**src/rtl/erc_pkg.sv**
```systemverilog
// Constants and types for the error record enable control block
package erc_pkg;

  // ---------------------------------------------------------------
  // Register map
  // ---------------------------------------------------------------
  localparam logic [11:0] ERC_CTL_BASE    = 12'h008;
  localparam logic [11:0] ERC_REC_STRIDE  = 12'h040;
  localparam int          ERC_NUM_REC     = 4;
  localparam int          ERC_SEL_W       = 2;

  // ---------------------------------------------------------------
  // Field positions
  // ---------------------------------------------------------------
  localparam int ERC_ED_BIT    = 0;
  localparam int ERC_IMPL1_BIT = 1;
  localparam int ERC_RUI_BIT   = 2;
  localparam int ERC_RFI_BIT   = 3;
  localparam int ERC_RUE_BIT   = 4;
  localparam int ERC_WUI_BIT   = 5;
  localparam int ERC_WFI_BIT   = 6;
  localparam int ERC_WUE_BIT   = 7;
  localparam int ERC_READ_CORRECTED_FAULT_IRQ_EN_BIT  = 8;
  localparam int ERC_WRITE_CORRECTED_FAULT_IRQ_EN_BIT  = 9;
  localparam int ERC_READ_DEFERRED_RECOVERY_IRQ_EN_BIT  = 10;
  localparam int ERC_WRITE_DEFERRED_RECOVERY_IRQ_EN_BIT  = 11;

  // ---------------------------------------------------------------
  // Feature field encodings
  // ---------------------------------------------------------------
  typedef enum logic [1:0] {
    ERC_FEAT_NONE     = 2'h0,
    ERC_FEAT_ALWAYS   = 2'h1,
    ERC_FEAT_COMBINED = 2'h2,
    ERC_FEAT_SPLIT    = 2'h3
  } erc_feat_type;

  // ---------------------------------------------------------------
  // Reset values
  // ---------------------------------------------------------------
  localparam logic [11:0] ERC_CTL_RESET   = 12'h000;
  localparam logic [31:0] ERC_IMPL_HI_RST = 32'h0000_0000;

  // Byte address decode of a memory-mapped control location
  function automatic logic erc_is_ctl(input logic [11:0] addr, input int idx);
    return addr == 12'(ERC_CTL_BASE + 12'(idx) * ERC_REC_STRIDE);
  endfunction

endpackage

```
**src/rtl/erc_ctrl.sv**
```systemverilog
// Error record enable control register with enable gating of error events
// ---------------------------------------------------------------
// ---------------------------------------------------------------
`timescale 1ns/1ps

module erc_ctrl #(
  parameter int                    FIRST_REC   = 0,
  parameter erc_pkg::erc_feat_type FEAT_DUI    = erc_pkg::ERC_FEAT_SPLIT,
  parameter erc_pkg::erc_feat_type FEAT_CFI    = erc_pkg::ERC_FEAT_COMBINED,
  parameter erc_pkg::erc_feat_type FEAT_UE     = erc_pkg::ERC_FEAT_SPLIT,
  parameter erc_pkg::erc_feat_type FEAT_FI     = erc_pkg::ERC_FEAT_COMBINED,
  parameter erc_pkg::erc_feat_type FEAT_UI     = erc_pkg::ERC_FEAT_SPLIT,
  parameter erc_pkg::erc_feat_type FEAT_ED     = erc_pkg::ERC_FEAT_COMBINED,
  parameter logic                  HAS_CE_CNT  = 1'b1,
  parameter logic                  ED_COLD_RST = 1'b0
) (
  input  wire logic                          CLK,
  input  wire logic                          RST,
  input  wire logic                          CE,
  // Memory-mapped access
  input  wire logic                          MM_WR,
  input  wire logic                          MM_RD,
  input  wire logic [11:0]                   MM_ADDR,
  input  wire logic [63:0]                   MM_WDATA,
  output logic      [63:0]                   MM_RDATA,
  // System register windows
  input  wire logic [erc_pkg::ERC_SEL_W-1:0] SEL_IDX,
  input  wire logic                          SR_WR_LO,
  input  wire logic                          SR_WR_HI,
  input  wire logic                          SR_WR_FULL,
  input  wire logic [63:0]                   SR_WDATA,
  output logic      [63:0]                   SR_RDATA,
  // Error events from the detection logic
  input  wire logic                          EV_IS_WRITE,
  input  wire logic                          EV_DEFERRED,
  input  wire logic                          EV_UNCORR,
  input  wire logic                          EV_CORR,
  input  wire logic                          EV_CNT_OVF,
  output logic                               RECOVERY_IRQ,
  output logic                               FAULT_IRQ,
  output logic                               EXT_ABORT,
  output logic                               REPORT_EN,
  output logic                               LOG_EN
);
  import erc_pkg::*;

  // ---------------------------------------------------------------
  // Implemented bit mask
  // ---------------------------------------------------------------
  function automatic logic [11:0] ctl_mask();
    logic [11:0] m;
    m = 12'h000;
    m[ERC_ED_BIT]   = (FEAT_ED  == ERC_FEAT_COMBINED);
    m[ERC_READ_DEFERRED_RECOVERY_IRQ_EN_BIT] = (FEAT_DUI == ERC_FEAT_COMBINED) || (FEAT_DUI == ERC_FEAT_SPLIT);
    m[ERC_WRITE_DEFERRED_RECOVERY_IRQ_EN_BIT] = (FEAT_DUI == ERC_FEAT_SPLIT);
    m[ERC_READ_CORRECTED_FAULT_IRQ_EN_BIT] = (FEAT_CFI == ERC_FEAT_COMBINED) || (FEAT_CFI == ERC_FEAT_SPLIT);
    m[ERC_WRITE_CORRECTED_FAULT_IRQ_EN_BIT] = (FEAT_CFI == ERC_FEAT_SPLIT);
    m[ERC_RUE_BIT]  = (FEAT_UE  == ERC_FEAT_COMBINED) || (FEAT_UE  == ERC_FEAT_SPLIT);
    m[ERC_WUE_BIT]  = (FEAT_UE  == ERC_FEAT_SPLIT);
    m[ERC_RFI_BIT]  = (FEAT_FI  == ERC_FEAT_COMBINED) || (FEAT_FI  == ERC_FEAT_SPLIT);
    m[ERC_WFI_BIT]  = (FEAT_FI  == ERC_FEAT_SPLIT);
    m[ERC_RUI_BIT]  = (FEAT_UI  == ERC_FEAT_COMBINED) || (FEAT_UI  == ERC_FEAT_SPLIT);
    m[ERC_WUI_BIT]  = (FEAT_UI  == ERC_FEAT_SPLIT);
    return m;
  endfunction

  // Effective enable of one control for the direction of the event
  function automatic logic ctl_en(input erc_feat_type f, input logic [11:0] c,
                                  input int rb, input int wb, input logic is_wr);
    case (f)
      ERC_FEAT_ALWAYS:   return 1'b1;
      ERC_FEAT_COMBINED: return c[rb];
      ERC_FEAT_SPLIT:    return is_wr ? c[wb] : c[rb];
      default:           return 1'b0;
    endcase
  endfunction

  localparam logic [11:0] CTL_MASK = ctl_mask();

  logic [11:0] ctl_reg;
  logic [11:0] ctl_next;
  logic [31:0] impl_hi_reg;
  logic        impl1_reg;
  logic        ed_reg;

  // ---------------------------------------------------------------
  // Access decode
  // ---------------------------------------------------------------
  logic mm_hit;
  logic sr_hit;
  logic wr_lo;
  logic wr_hi;
  logic [63:0] wdata;

  always_comb begin
    mm_hit = erc_is_ctl(MM_ADDR, FIRST_REC);
    sr_hit = (int'(SEL_IDX) == FIRST_REC);
    wr_lo  = (MM_WR && mm_hit) || (sr_hit && (SR_WR_LO || SR_WR_FULL));
    wr_hi  = (MM_WR && mm_hit) || (sr_hit && (SR_WR_HI || SR_WR_FULL));
    wdata  = (MM_WR && mm_hit) ? MM_WDATA : SR_WDATA;
    if (SR_WR_HI && !SR_WR_FULL) begin
      wdata[63:32] = SR_WDATA[31:0];
    end
    ctl_next = wdata[11:0] & CTL_MASK;
  end

  // ---------------------------------------------------------------
  // Register state
  // ---------------------------------------------------------------
  always_ff @(posedge CLK) begin
    if (RST) begin
      ctl_reg <= ERC_CTL_RESET;
    end else if (CE && wr_lo) begin
      ctl_reg <= ctl_next;
    end
  end

  // Reporting enable is reset only by cold reset, modelled by RST, and is written when FEAT_ED is combined
  always_ff @(posedge CLK) begin
    if (RST) begin
      ed_reg <= ED_COLD_RST;
    end else if (CE && wr_lo && (FEAT_ED == ERC_FEAT_COMBINED)) begin
      ed_reg <= wdata[ERC_ED_BIT];
    end
  end

  // Implementation controls are plain storage here
  always_ff @(posedge CLK) begin
    if (RST) begin
      impl_hi_reg <= ERC_IMPL_HI_RST;
      impl1_reg   <= 1'b0;
    end else if (CE) begin
      if (wr_hi) begin
        impl_hi_reg <= wdata[63:32];
      end
      if (wr_lo) begin
        impl1_reg <= wdata[ERC_IMPL1_BIT];
      end
    end
  end

  logic [63:0] ctl_view;
  always_comb begin
    ctl_view = {impl_hi_reg, 20'h00000, ctl_reg};
    ctl_view[ERC_IMPL1_BIT] = impl1_reg;
    ctl_view[ERC_ED_BIT]    = (FEAT_ED == ERC_FEAT_COMBINED) ? ed_reg : 1'b0;
  end

  // ---------------------------------------------------------------
  // Read data
  // ---------------------------------------------------------------
  always_ff @(posedge CLK) begin
    if (RST) begin
      MM_RDATA <= 64'h0;
      SR_RDATA <= 64'h0;
    end else if (CE) begin
      if (MM_RD) begin
        MM_RDATA <= mm_hit ? ctl_view : 64'h0;
      end
      if (!sr_hit) begin
        SR_RDATA <= 64'h0;
      end else if (SR_WR_HI && !SR_WR_FULL) begin
        SR_RDATA <= {32'h0, ctl_view[63:32]};
      end else begin
        SR_RDATA <= ctl_view;
      end
    end
  end

  // ---------------------------------------------------------------
  // Event gating
  // ---------------------------------------------------------------
  logic rep_on;
  logic en_dui;
  logic en_cfi;
  logic en_ue;
  logic en_fi;
  logic en_ui;
  logic ce_event;
  logic rec_d;
  logic flt_d;
  logic abt_d;

  always_comb begin
    rep_on = (FEAT_ED == ERC_FEAT_ALWAYS) || ed_reg;
    en_dui = ctl_en(FEAT_DUI, ctl_reg, ERC_READ_DEFERRED_RECOVERY_IRQ_EN_BIT, ERC_WRITE_DEFERRED_RECOVERY_IRQ_EN_BIT, EV_IS_WRITE);
    en_cfi = ctl_en(FEAT_CFI, ctl_reg, ERC_READ_CORRECTED_FAULT_IRQ_EN_BIT, ERC_WRITE_CORRECTED_FAULT_IRQ_EN_BIT, EV_IS_WRITE);
    en_ue  = ctl_en(FEAT_UE,  ctl_reg, ERC_RUE_BIT,  ERC_WUE_BIT,  EV_IS_WRITE);
    en_fi  = ctl_en(FEAT_FI,  ctl_reg, ERC_RFI_BIT,  ERC_WFI_BIT,  EV_IS_WRITE);
    en_ui  = ctl_en(FEAT_UI,  ctl_reg, ERC_RUI_BIT,  ERC_WUI_BIT,  EV_IS_WRITE);
    ce_event = HAS_CE_CNT ? EV_CNT_OVF : EV_CORR;
    // Priority of the record syndrome is deliberately not an input: drops never mask
    rec_d = rep_on && ((en_dui && EV_DEFERRED) || (en_ui && EV_UNCORR));
    flt_d = rep_on && ((en_fi && (EV_DEFERRED || EV_UNCORR))
          || (((FEAT_CFI == ERC_FEAT_NONE) ? en_fi : en_cfi) && ce_event));
    abt_d = rep_on && en_ue && EV_UNCORR;
  end

  always_ff @(posedge CLK) begin
    if (RST) begin
      RECOVERY_IRQ <= 1'b0;
      FAULT_IRQ    <= 1'b0;
      EXT_ABORT    <= 1'b0;
    end else if (CE) begin
      RECOVERY_IRQ <= rec_d;
      FAULT_IRQ    <= flt_d;
      EXT_ABORT    <= abt_d;
    end
  end

  // Reporting and logging enables both follow rep_on, registered one cycle later
  always_ff @(posedge CLK) begin
    if (RST) begin
      REPORT_EN <= 1'b0;
      LOG_EN    <= 1'b0;
    end else if (CE) begin
      REPORT_EN <= rep_on;
      LOG_EN    <= rep_on;
    end
  end

  // ---------------------------------------------------------------
  // Checks
  // ---------------------------------------------------------------
  a_dui_recovery: assert property (@(posedge CLK) disable iff (RST)
    CE && rep_on && en_dui && EV_DEFERRED |=> RECOVERY_IRQ)
    else $error("deferred recovery pulse missing");
  a_ui_recovery: assert property (@(posedge CLK) disable iff (RST)
    CE && rep_on && en_ui && EV_UNCORR |=> RECOVERY_IRQ)
    else $error("uncorrected recovery pulse missing");
  a_abort_gate: assert property (@(posedge CLK) disable iff (RST)
    CE |=> EXT_ABORT == $past(rep_on && en_ue && EV_UNCORR))
    else $error("abort response mismatch");
  a_fault_du: assert property (@(posedge CLK) disable iff (RST)
    CE && rep_on && en_fi && (EV_DEFERRED || EV_UNCORR) |=> FAULT_IRQ)
    else $error("fault pulse missing");
  a_report_off: assert property (@(posedge CLK) disable iff (RST)
    CE && !rep_on |=> !RECOVERY_IRQ && !FAULT_IRQ && !EXT_ABORT)
    else $error("event signalled while reporting off");
  a_high_zero: assert property (@(posedge CLK) disable iff (RST)
    ctl_view[31:12] == 20'h0 && (ctl_reg & ~CTL_MASK) == 12'h0)
    else $error("reserved control bits set");
  a_other_rec: assert property (@(posedge CLK) disable iff (RST)
    CE && MM_RD && !mm_hit |=> MM_RDATA == 64'h0)
    else $error("non-first record read nonzero");
  a_write_take: assert property (@(posedge CLK) disable iff (RST)
    CE && wr_lo |=> ctl_reg == $past(ctl_next))
    else $error("control write not taken");
  a_irq_pulse: assert property (@(posedge CLK) disable iff (RST)
    CE && !rec_d |=> !RECOVERY_IRQ)
    else $error("recovery pulse without cause");
  a_ce_fault: assert property (@(posedge CLK) disable iff (RST)
    CE && rep_on && en_cfi && ce_event && FEAT_CFI != ERC_FEAT_NONE |=> FAULT_IRQ)
    else $error("corrected fault pulse missing");

  // ---------------------------------------------------------------
  // Direction, window and freeze checks
  // ---------------------------------------------------------------
  // Pulse and level outputs must follow last cycle's gated causes exactly
  a_fault_pulse: assert property (@(posedge CLK) disable iff (RST)
    CE && !flt_d |=> !FAULT_IRQ)
    else $error("fault pulse without cause");
  a_abort_pulse: assert property (@(posedge CLK) disable iff (RST)
    CE && !abt_d |=> !EXT_ABORT)
    else $error("abort pulse without cause");
  a_report_follow: assert property (@(posedge CLK) disable iff (RST)
    CE |=> REPORT_EN == $past(rep_on))
    else $error("report enable level mismatch");
  a_log_follow: assert property (@(posedge CLK) disable iff (RST)
    CE |=> LOG_EN == $past(rep_on))
    else $error("log enable level mismatch");
  a_fault_ce_none: assert property (@(posedge CLK) disable iff (RST)
    CE && rep_on && FEAT_CFI == ERC_FEAT_NONE && en_fi && ce_event |=> FAULT_IRQ)
    else $error("fault enable did not cover corrected event");
  a_ce_split_rd: assert property (@(posedge CLK) disable iff (RST)
    CE && rep_on && FEAT_CFI == ERC_FEAT_SPLIT && !EV_IS_WRITE && ctl_reg[ERC_READ_CORRECTED_FAULT_IRQ_EN_BIT]
    && ce_event |=> FAULT_IRQ)
    else $error("read corrected fault pulse missing");
  a_dui_write: assert property (@(posedge CLK) disable iff (RST)
    CE && rep_on && FEAT_DUI == ERC_FEAT_SPLIT && EV_IS_WRITE && ctl_reg[ERC_WRITE_DEFERRED_RECOVERY_IRQ_EN_BIT]
    && EV_DEFERRED |=> RECOVERY_IRQ)
    else $error("write deferred recovery pulse missing");
  a_dui_read: assert property (@(posedge CLK) disable iff (RST)
    CE && rep_on && FEAT_DUI == ERC_FEAT_SPLIT && !EV_IS_WRITE && ctl_reg[ERC_READ_DEFERRED_RECOVERY_IRQ_EN_BIT]
    && EV_DEFERRED |=> RECOVERY_IRQ)
    else $error("read deferred recovery pulse missing");
  a_ui_write: assert property (@(posedge CLK) disable iff (RST)
    CE && rep_on && FEAT_UI == ERC_FEAT_SPLIT && EV_IS_WRITE && ctl_reg[ERC_WUI_BIT]
    && EV_UNCORR |=> RECOVERY_IRQ)
    else $error("write uncorrected recovery pulse missing");
  a_ue_write: assert property (@(posedge CLK) disable iff (RST)
    CE && rep_on && FEAT_UE == ERC_FEAT_SPLIT && EV_IS_WRITE && ctl_reg[ERC_WUE_BIT]
    && EV_UNCORR |=> EXT_ABORT)
    else $error("write abort response missing");
  a_ue_read: assert property (@(posedge CLK) disable iff (RST)
    CE && rep_on && FEAT_UE == ERC_FEAT_SPLIT && !EV_IS_WRITE && ctl_reg[ERC_RUE_BIT]
    && EV_UNCORR |=> EXT_ABORT)
    else $error("read abort response missing");
  a_rdata_hold: assert property (@(posedge CLK) disable iff (RST)
    CE && !MM_RD |=> $stable(MM_RDATA))
    else $error("read data moved without a read");
  a_mm_view: assert property (@(posedge CLK) disable iff (RST)
    CE && MM_RD && mm_hit |=> MM_RDATA == $past(ctl_view))
    else $error("memory-mapped read data mismatch");
  a_sel_other: assert property (@(posedge CLK) disable iff (RST)
    CE && !sr_hit |=> SR_RDATA == 64'h0)
    else $error("unselected record window nonzero");
  a_hi_window: assert property (@(posedge CLK) disable iff (RST)
    CE && sr_hit && SR_WR_HI && !SR_WR_FULL |=> SR_RDATA[63:32] == 32'h0)
    else $error("high window view not right-aligned");
  a_full_view: assert property (@(posedge CLK) disable iff (RST)
    CE && sr_hit && !(SR_WR_HI && !SR_WR_FULL) |=> SR_RDATA == $past(ctl_view))
    else $error("full window view mismatch");
  a_impl_take: assert property (@(posedge CLK) disable iff (RST)
    CE && wr_hi |=> impl_hi_reg == $past(wdata[63:32]))
    else $error("implementation controls write not taken");
  a_ed_hold: assert property (@(posedge CLK) disable iff (RST)
    CE && !wr_lo |=> $stable(ed_reg))
    else $error("reporting enable moved without a write");
  // A low enable must leave every state bit and pulse where it was
  a_freeze_ctl: assert property (@(posedge CLK) disable iff (RST)
    !CE |=> $stable(ctl_reg) && $stable(ed_reg) && $stable(impl_hi_reg))
    else $error("control state moved while frozen");
  a_freeze_irq: assert property (@(posedge CLK) disable iff (RST)
    !CE |=> $stable(RECOVERY_IRQ) && $stable(FAULT_IRQ) && $stable(EXT_ABORT))
    else $error("event outputs moved while frozen");

endmodule

```
**config.mk**
```make
export PLATFORM = sky130hd
export DESIGN_NAME = erc_ctrl
export DESIGN_NICKNAME = d
export VERILOG_FILES = /design/src/rtl/erc_pkg.sv /design/src/rtl/erc_ctrl.sv
export SDC_FILE = /design/constraint.sdc
export NUM_CORES = 1
export LEC_CHECK = 0
export BUFFER_PORTS_ARGS = -buffer_cell sky130_fd_sc_hd__buf_4
export CORE_MARGIN = 2
export CORE_UTILIZATION = 40
export CTS_BUF_LIST = sky130_fd_sc_hd__clkbuf_4 sky130_fd_sc_hd__clkbuf_8
export DETAILED_ROUTE_END_ITERATION = 10
export PLACE_DENSITY_LB_ADDON = 0.15
export SLEW_MARGIN = 15
export SYNTH_ARGS = -nofsm -noshare
export SYNTH_HDL_FRONTEND = slang
export SYNTH_SLANG_ARGS = --single-unit
```
**constraint.sdc**
```tcl
create_clock -name CLK -period 2.3 [get_ports CLK]
set_input_delay 0.23 -clock CLK [delete_from_list [all_inputs] [get_ports CLK]]
set_output_delay 0.23 -clock CLK [all_outputs]
set_load 0.01 [all_outputs]
```
==> impl_metrics.ini <==
[run_status]
status = complete, no violations

[place]
place_congestion = 0.871
io_buffers = 242
dpl.cell_count = 1084
placed_area_um2 = 8200
dp_hpwl_um = 14300
place_ws_ns = -0.0802

[routing]
drt_pass1_iterations = 4
drt-total-wl_um = 20300
first_iter_violations = 475
vias = 6123
drcViolationCount = 0
antenna_left = 0
wl_per_cell_um = 18.2
drt-vias-per-instance = 5.48

[global_route]
grt_pass1_wl_um = 30900
grt_max_degree = 71
antenna_found_initial = 0
grt_usage = 0.242
overflow = 0
first_global_vias = 5860

[die]
dieArea_um2 = 16500
fp.dieH_um = 128
core_region_area_um2 = 15100
start_util = 0.409
die_width_um = 128
pin_count = 288
fp-row-count = 45

[finish]
final_cells = 1117
nNetsFinal = 1071
num_antenna_cells = 0
largest_reg_flops = 64
layout-drive-gt1-share = 0.342
finalInstanceArea_um2 = 8680
area_growth_pct = 40.1
num-fill-cells = 1378

[synthesis]
synth_cell_type_count = 32
synth.area.top_cells = dfxtp_1 (49%), a22oi_1 (12%), nor2_1 (11%)
synthCells = 695
ys_seq_elements = 152
yosysWarnings = 0
ys_seq_area_frac = 0.491
synth_edf_count = 0
netlist_area_um2 = 6200
synth_top_cell_area_share = 0.491
synth_largest_area_cell = dfxtp_1
synthFlopType = dfxtp_1
syn_avg_cell_area_um2 = 8.92
async_reset_ff_frac = 0

[pwr]
leakagePower_nw = 3.74
p_per_area_nw_per_um2 = 646
peakVddDrop_v = 0.000357

[worst_setup_path]
crit_slowest_cell = or4_4
r2r_cells = 4
worstSetupPathType = in2reg
endpoint = impl_hi_reg[19]
cpPeakStageDelay_ns = 0.54
startpoint = MM_ADDR[9]
cp-end-kind = register
worstPathCellList = buf_4 > or4_4 > or4_4 > buf_12 > o31ai_4 > buf_4 > a32o_1
arrival_ns = 2.32
r2r_end = RECOVERY_IRQ
r2r_slack_ns = 1.11
crit_fanout = 58
r2r-start = ctl_reg[11]
worst_setup_path_start_kind = input port
required_ns = 2.68

[clock_network]
root_buffer = clkbuf_8
cts_tree = done
cts.clk_slew.worst_paths_ns = 0.08
clock-sinks = 152
h-tree-depth = 4
clockBufferDepth = 2
cts-buffers-inserted = 17
clkLatencyLatePin_ns = 0.45

[timing]
tightest_slew_ns = 0.745
fin_ws_ns = 0.364
clock_skew_ns = 0.00963
min_period_ns = 1.94
drv_slew = 0
hold_violations = 0
timing.fmax_mhz = 517
rsz0062_at_grt = false
setup_viol = 0
slew_headroom = 0.503
post-route-period-util = 0.842

[hold_path]
hold_class = in2reg
worstHoldPathCells = 3

[flow_run]
cap_violations = 0
report_power, final:
group / total [mW] / switching [mW] / leakage [nW] / internal, mW
clock: 2.39 / 1.03 / 0.230 / 1.36
sequential: 2.70 / 0.0397 / 1.23 / 2.66
combinational: 0.516 / 0.264 / 2.29 / 0.252
total: 5.61 / 1.33 / 3.74 / 4.28
area by class of cell:
| class | instances | area (µm²) | area share |
|---|---|---|---|
| flip-flops and latches | 152 | 3040 | 0.350 |
| multi-input cells | 473 | 2830 | 0.326 |
| repair buffers | 270 | 2090 | 0.241 |
| clock buffers | 19 | 262 | 0.0301 |
| well taps | 188 | 235 | 0.0271 |
| clock inverters | 13 | 216 | 0.0249 |
| inverters | 2 | 7.51 | 0.000864 |
how the worst min path moves through the flow:
stage / from / end
4_1_cts: EV_UNCORR / EXT_ABORT
2_1_floorplan: EV_UNCORR / EXT_ABORT
3_5_place_dp: RST / SR_RDATA[35]
6_report: EV_UNCORR / EXT_ABORT
3_3_place_gp: RST / SR_RDATA[35]
5_1_grt: EV_UNCORR / EXT_ABORT
cells by family (layout without fill, tap and decap cells):
group                  after synthesis  after routing  share of synthesized area
AND/OR/NAND/NOR                    241            241                      0.169
AO/OA/AOI/OAI                      186            186                      0.227
flip-flops                         152            152                      0.491
buffers and inverters               91            304                     0.0735
multiplexers                        24             24                     0.0394
other                                1             22                   0.000605
per-layer routing:
metal  track usage  vias to the layer above  wire, µm
met1         0.312                     2892      8600
met4        0.0914                        0       430
met3        0.0565                       29      1700
met2         0.395                      297      9570
met5             0                        -         0
li1              -                     2905         -
through the flow:
| step | setup TNS (ns) | util | power (mW) | hold WS, ns |
|---|---|---|---|---|
| after floorplan | 0 | - | 3.01 | 0.403 |
| after global placement | -1.68 | 0.541 | 3.26 | 0.446 |
| after detailed placement | -1.90 | 0.541 | 3.27 | 0.455 |
| after CTS | 0 | 0.573 | 5.64 | 0.0524 |
| after global routing | 0 | 0.573 | 5.80 | 0.0894 |
| final | 0 | 0.573 | 5.61 | 0.0866 |
cells in the final DEF, fill, tap and decap left out, types with 3 or more instances in the layout:
| cell type | instances |
|---|---|
| mux2_2 | 3 |
| clkinvlp_4 | 3 |
| conb_1 | 22 |
| dfxtp_1 | 152 |
| clkbuf_8 | 19 |
| inv_6 | 3 |
| nor3_1 | 10 |
| a211oi_1 | 10 |
| bufinv_16 | 5 |
| mux2i_1 | 21 |
| buf_12 | 5 |
| buf_4 | 264 |
| a21oi_1 | 35 |
| or3_1 | 33 |
| a32o_1 | 32 |
| nor2_1 | 175 |
| a2bb2oi_1 | 10 |
| nand2_1 | 6 |
| a22oi_1 | 96 |
cells in the mapped netlist, types with 7 or more instances:
| library cell | n |
|---|---|
| nor2_1 | 177 |
| dfxtp_1 | 152 |
| a22oi_1 | 96 |
| clkbuf_1 | 54 |
| a21oi_1 | 35 |
| or3_1 | 33 |
| a32o_1 | 32 |
| buf_4 | 23 |
| mux2i_1 | 21 |
| nor3_1 | 11 |
| a211oi_1 | 10 |
| a2bb2oi_1 | 10 |
| nand2_1 | 7 |
what timing repair did:
action,in CTS,in global routing
endpoints found under the hold margin,1,0
resized for setup,0,0
hold buffers,1,0
setup buffers,0,0
critical path: cells and delay by family:
kind            cells  cell delay [ns]
simple gates        2             1.07
buf+inv             3             0.60
compound gates      2             0.40
(Power assumes the default switching activity.)
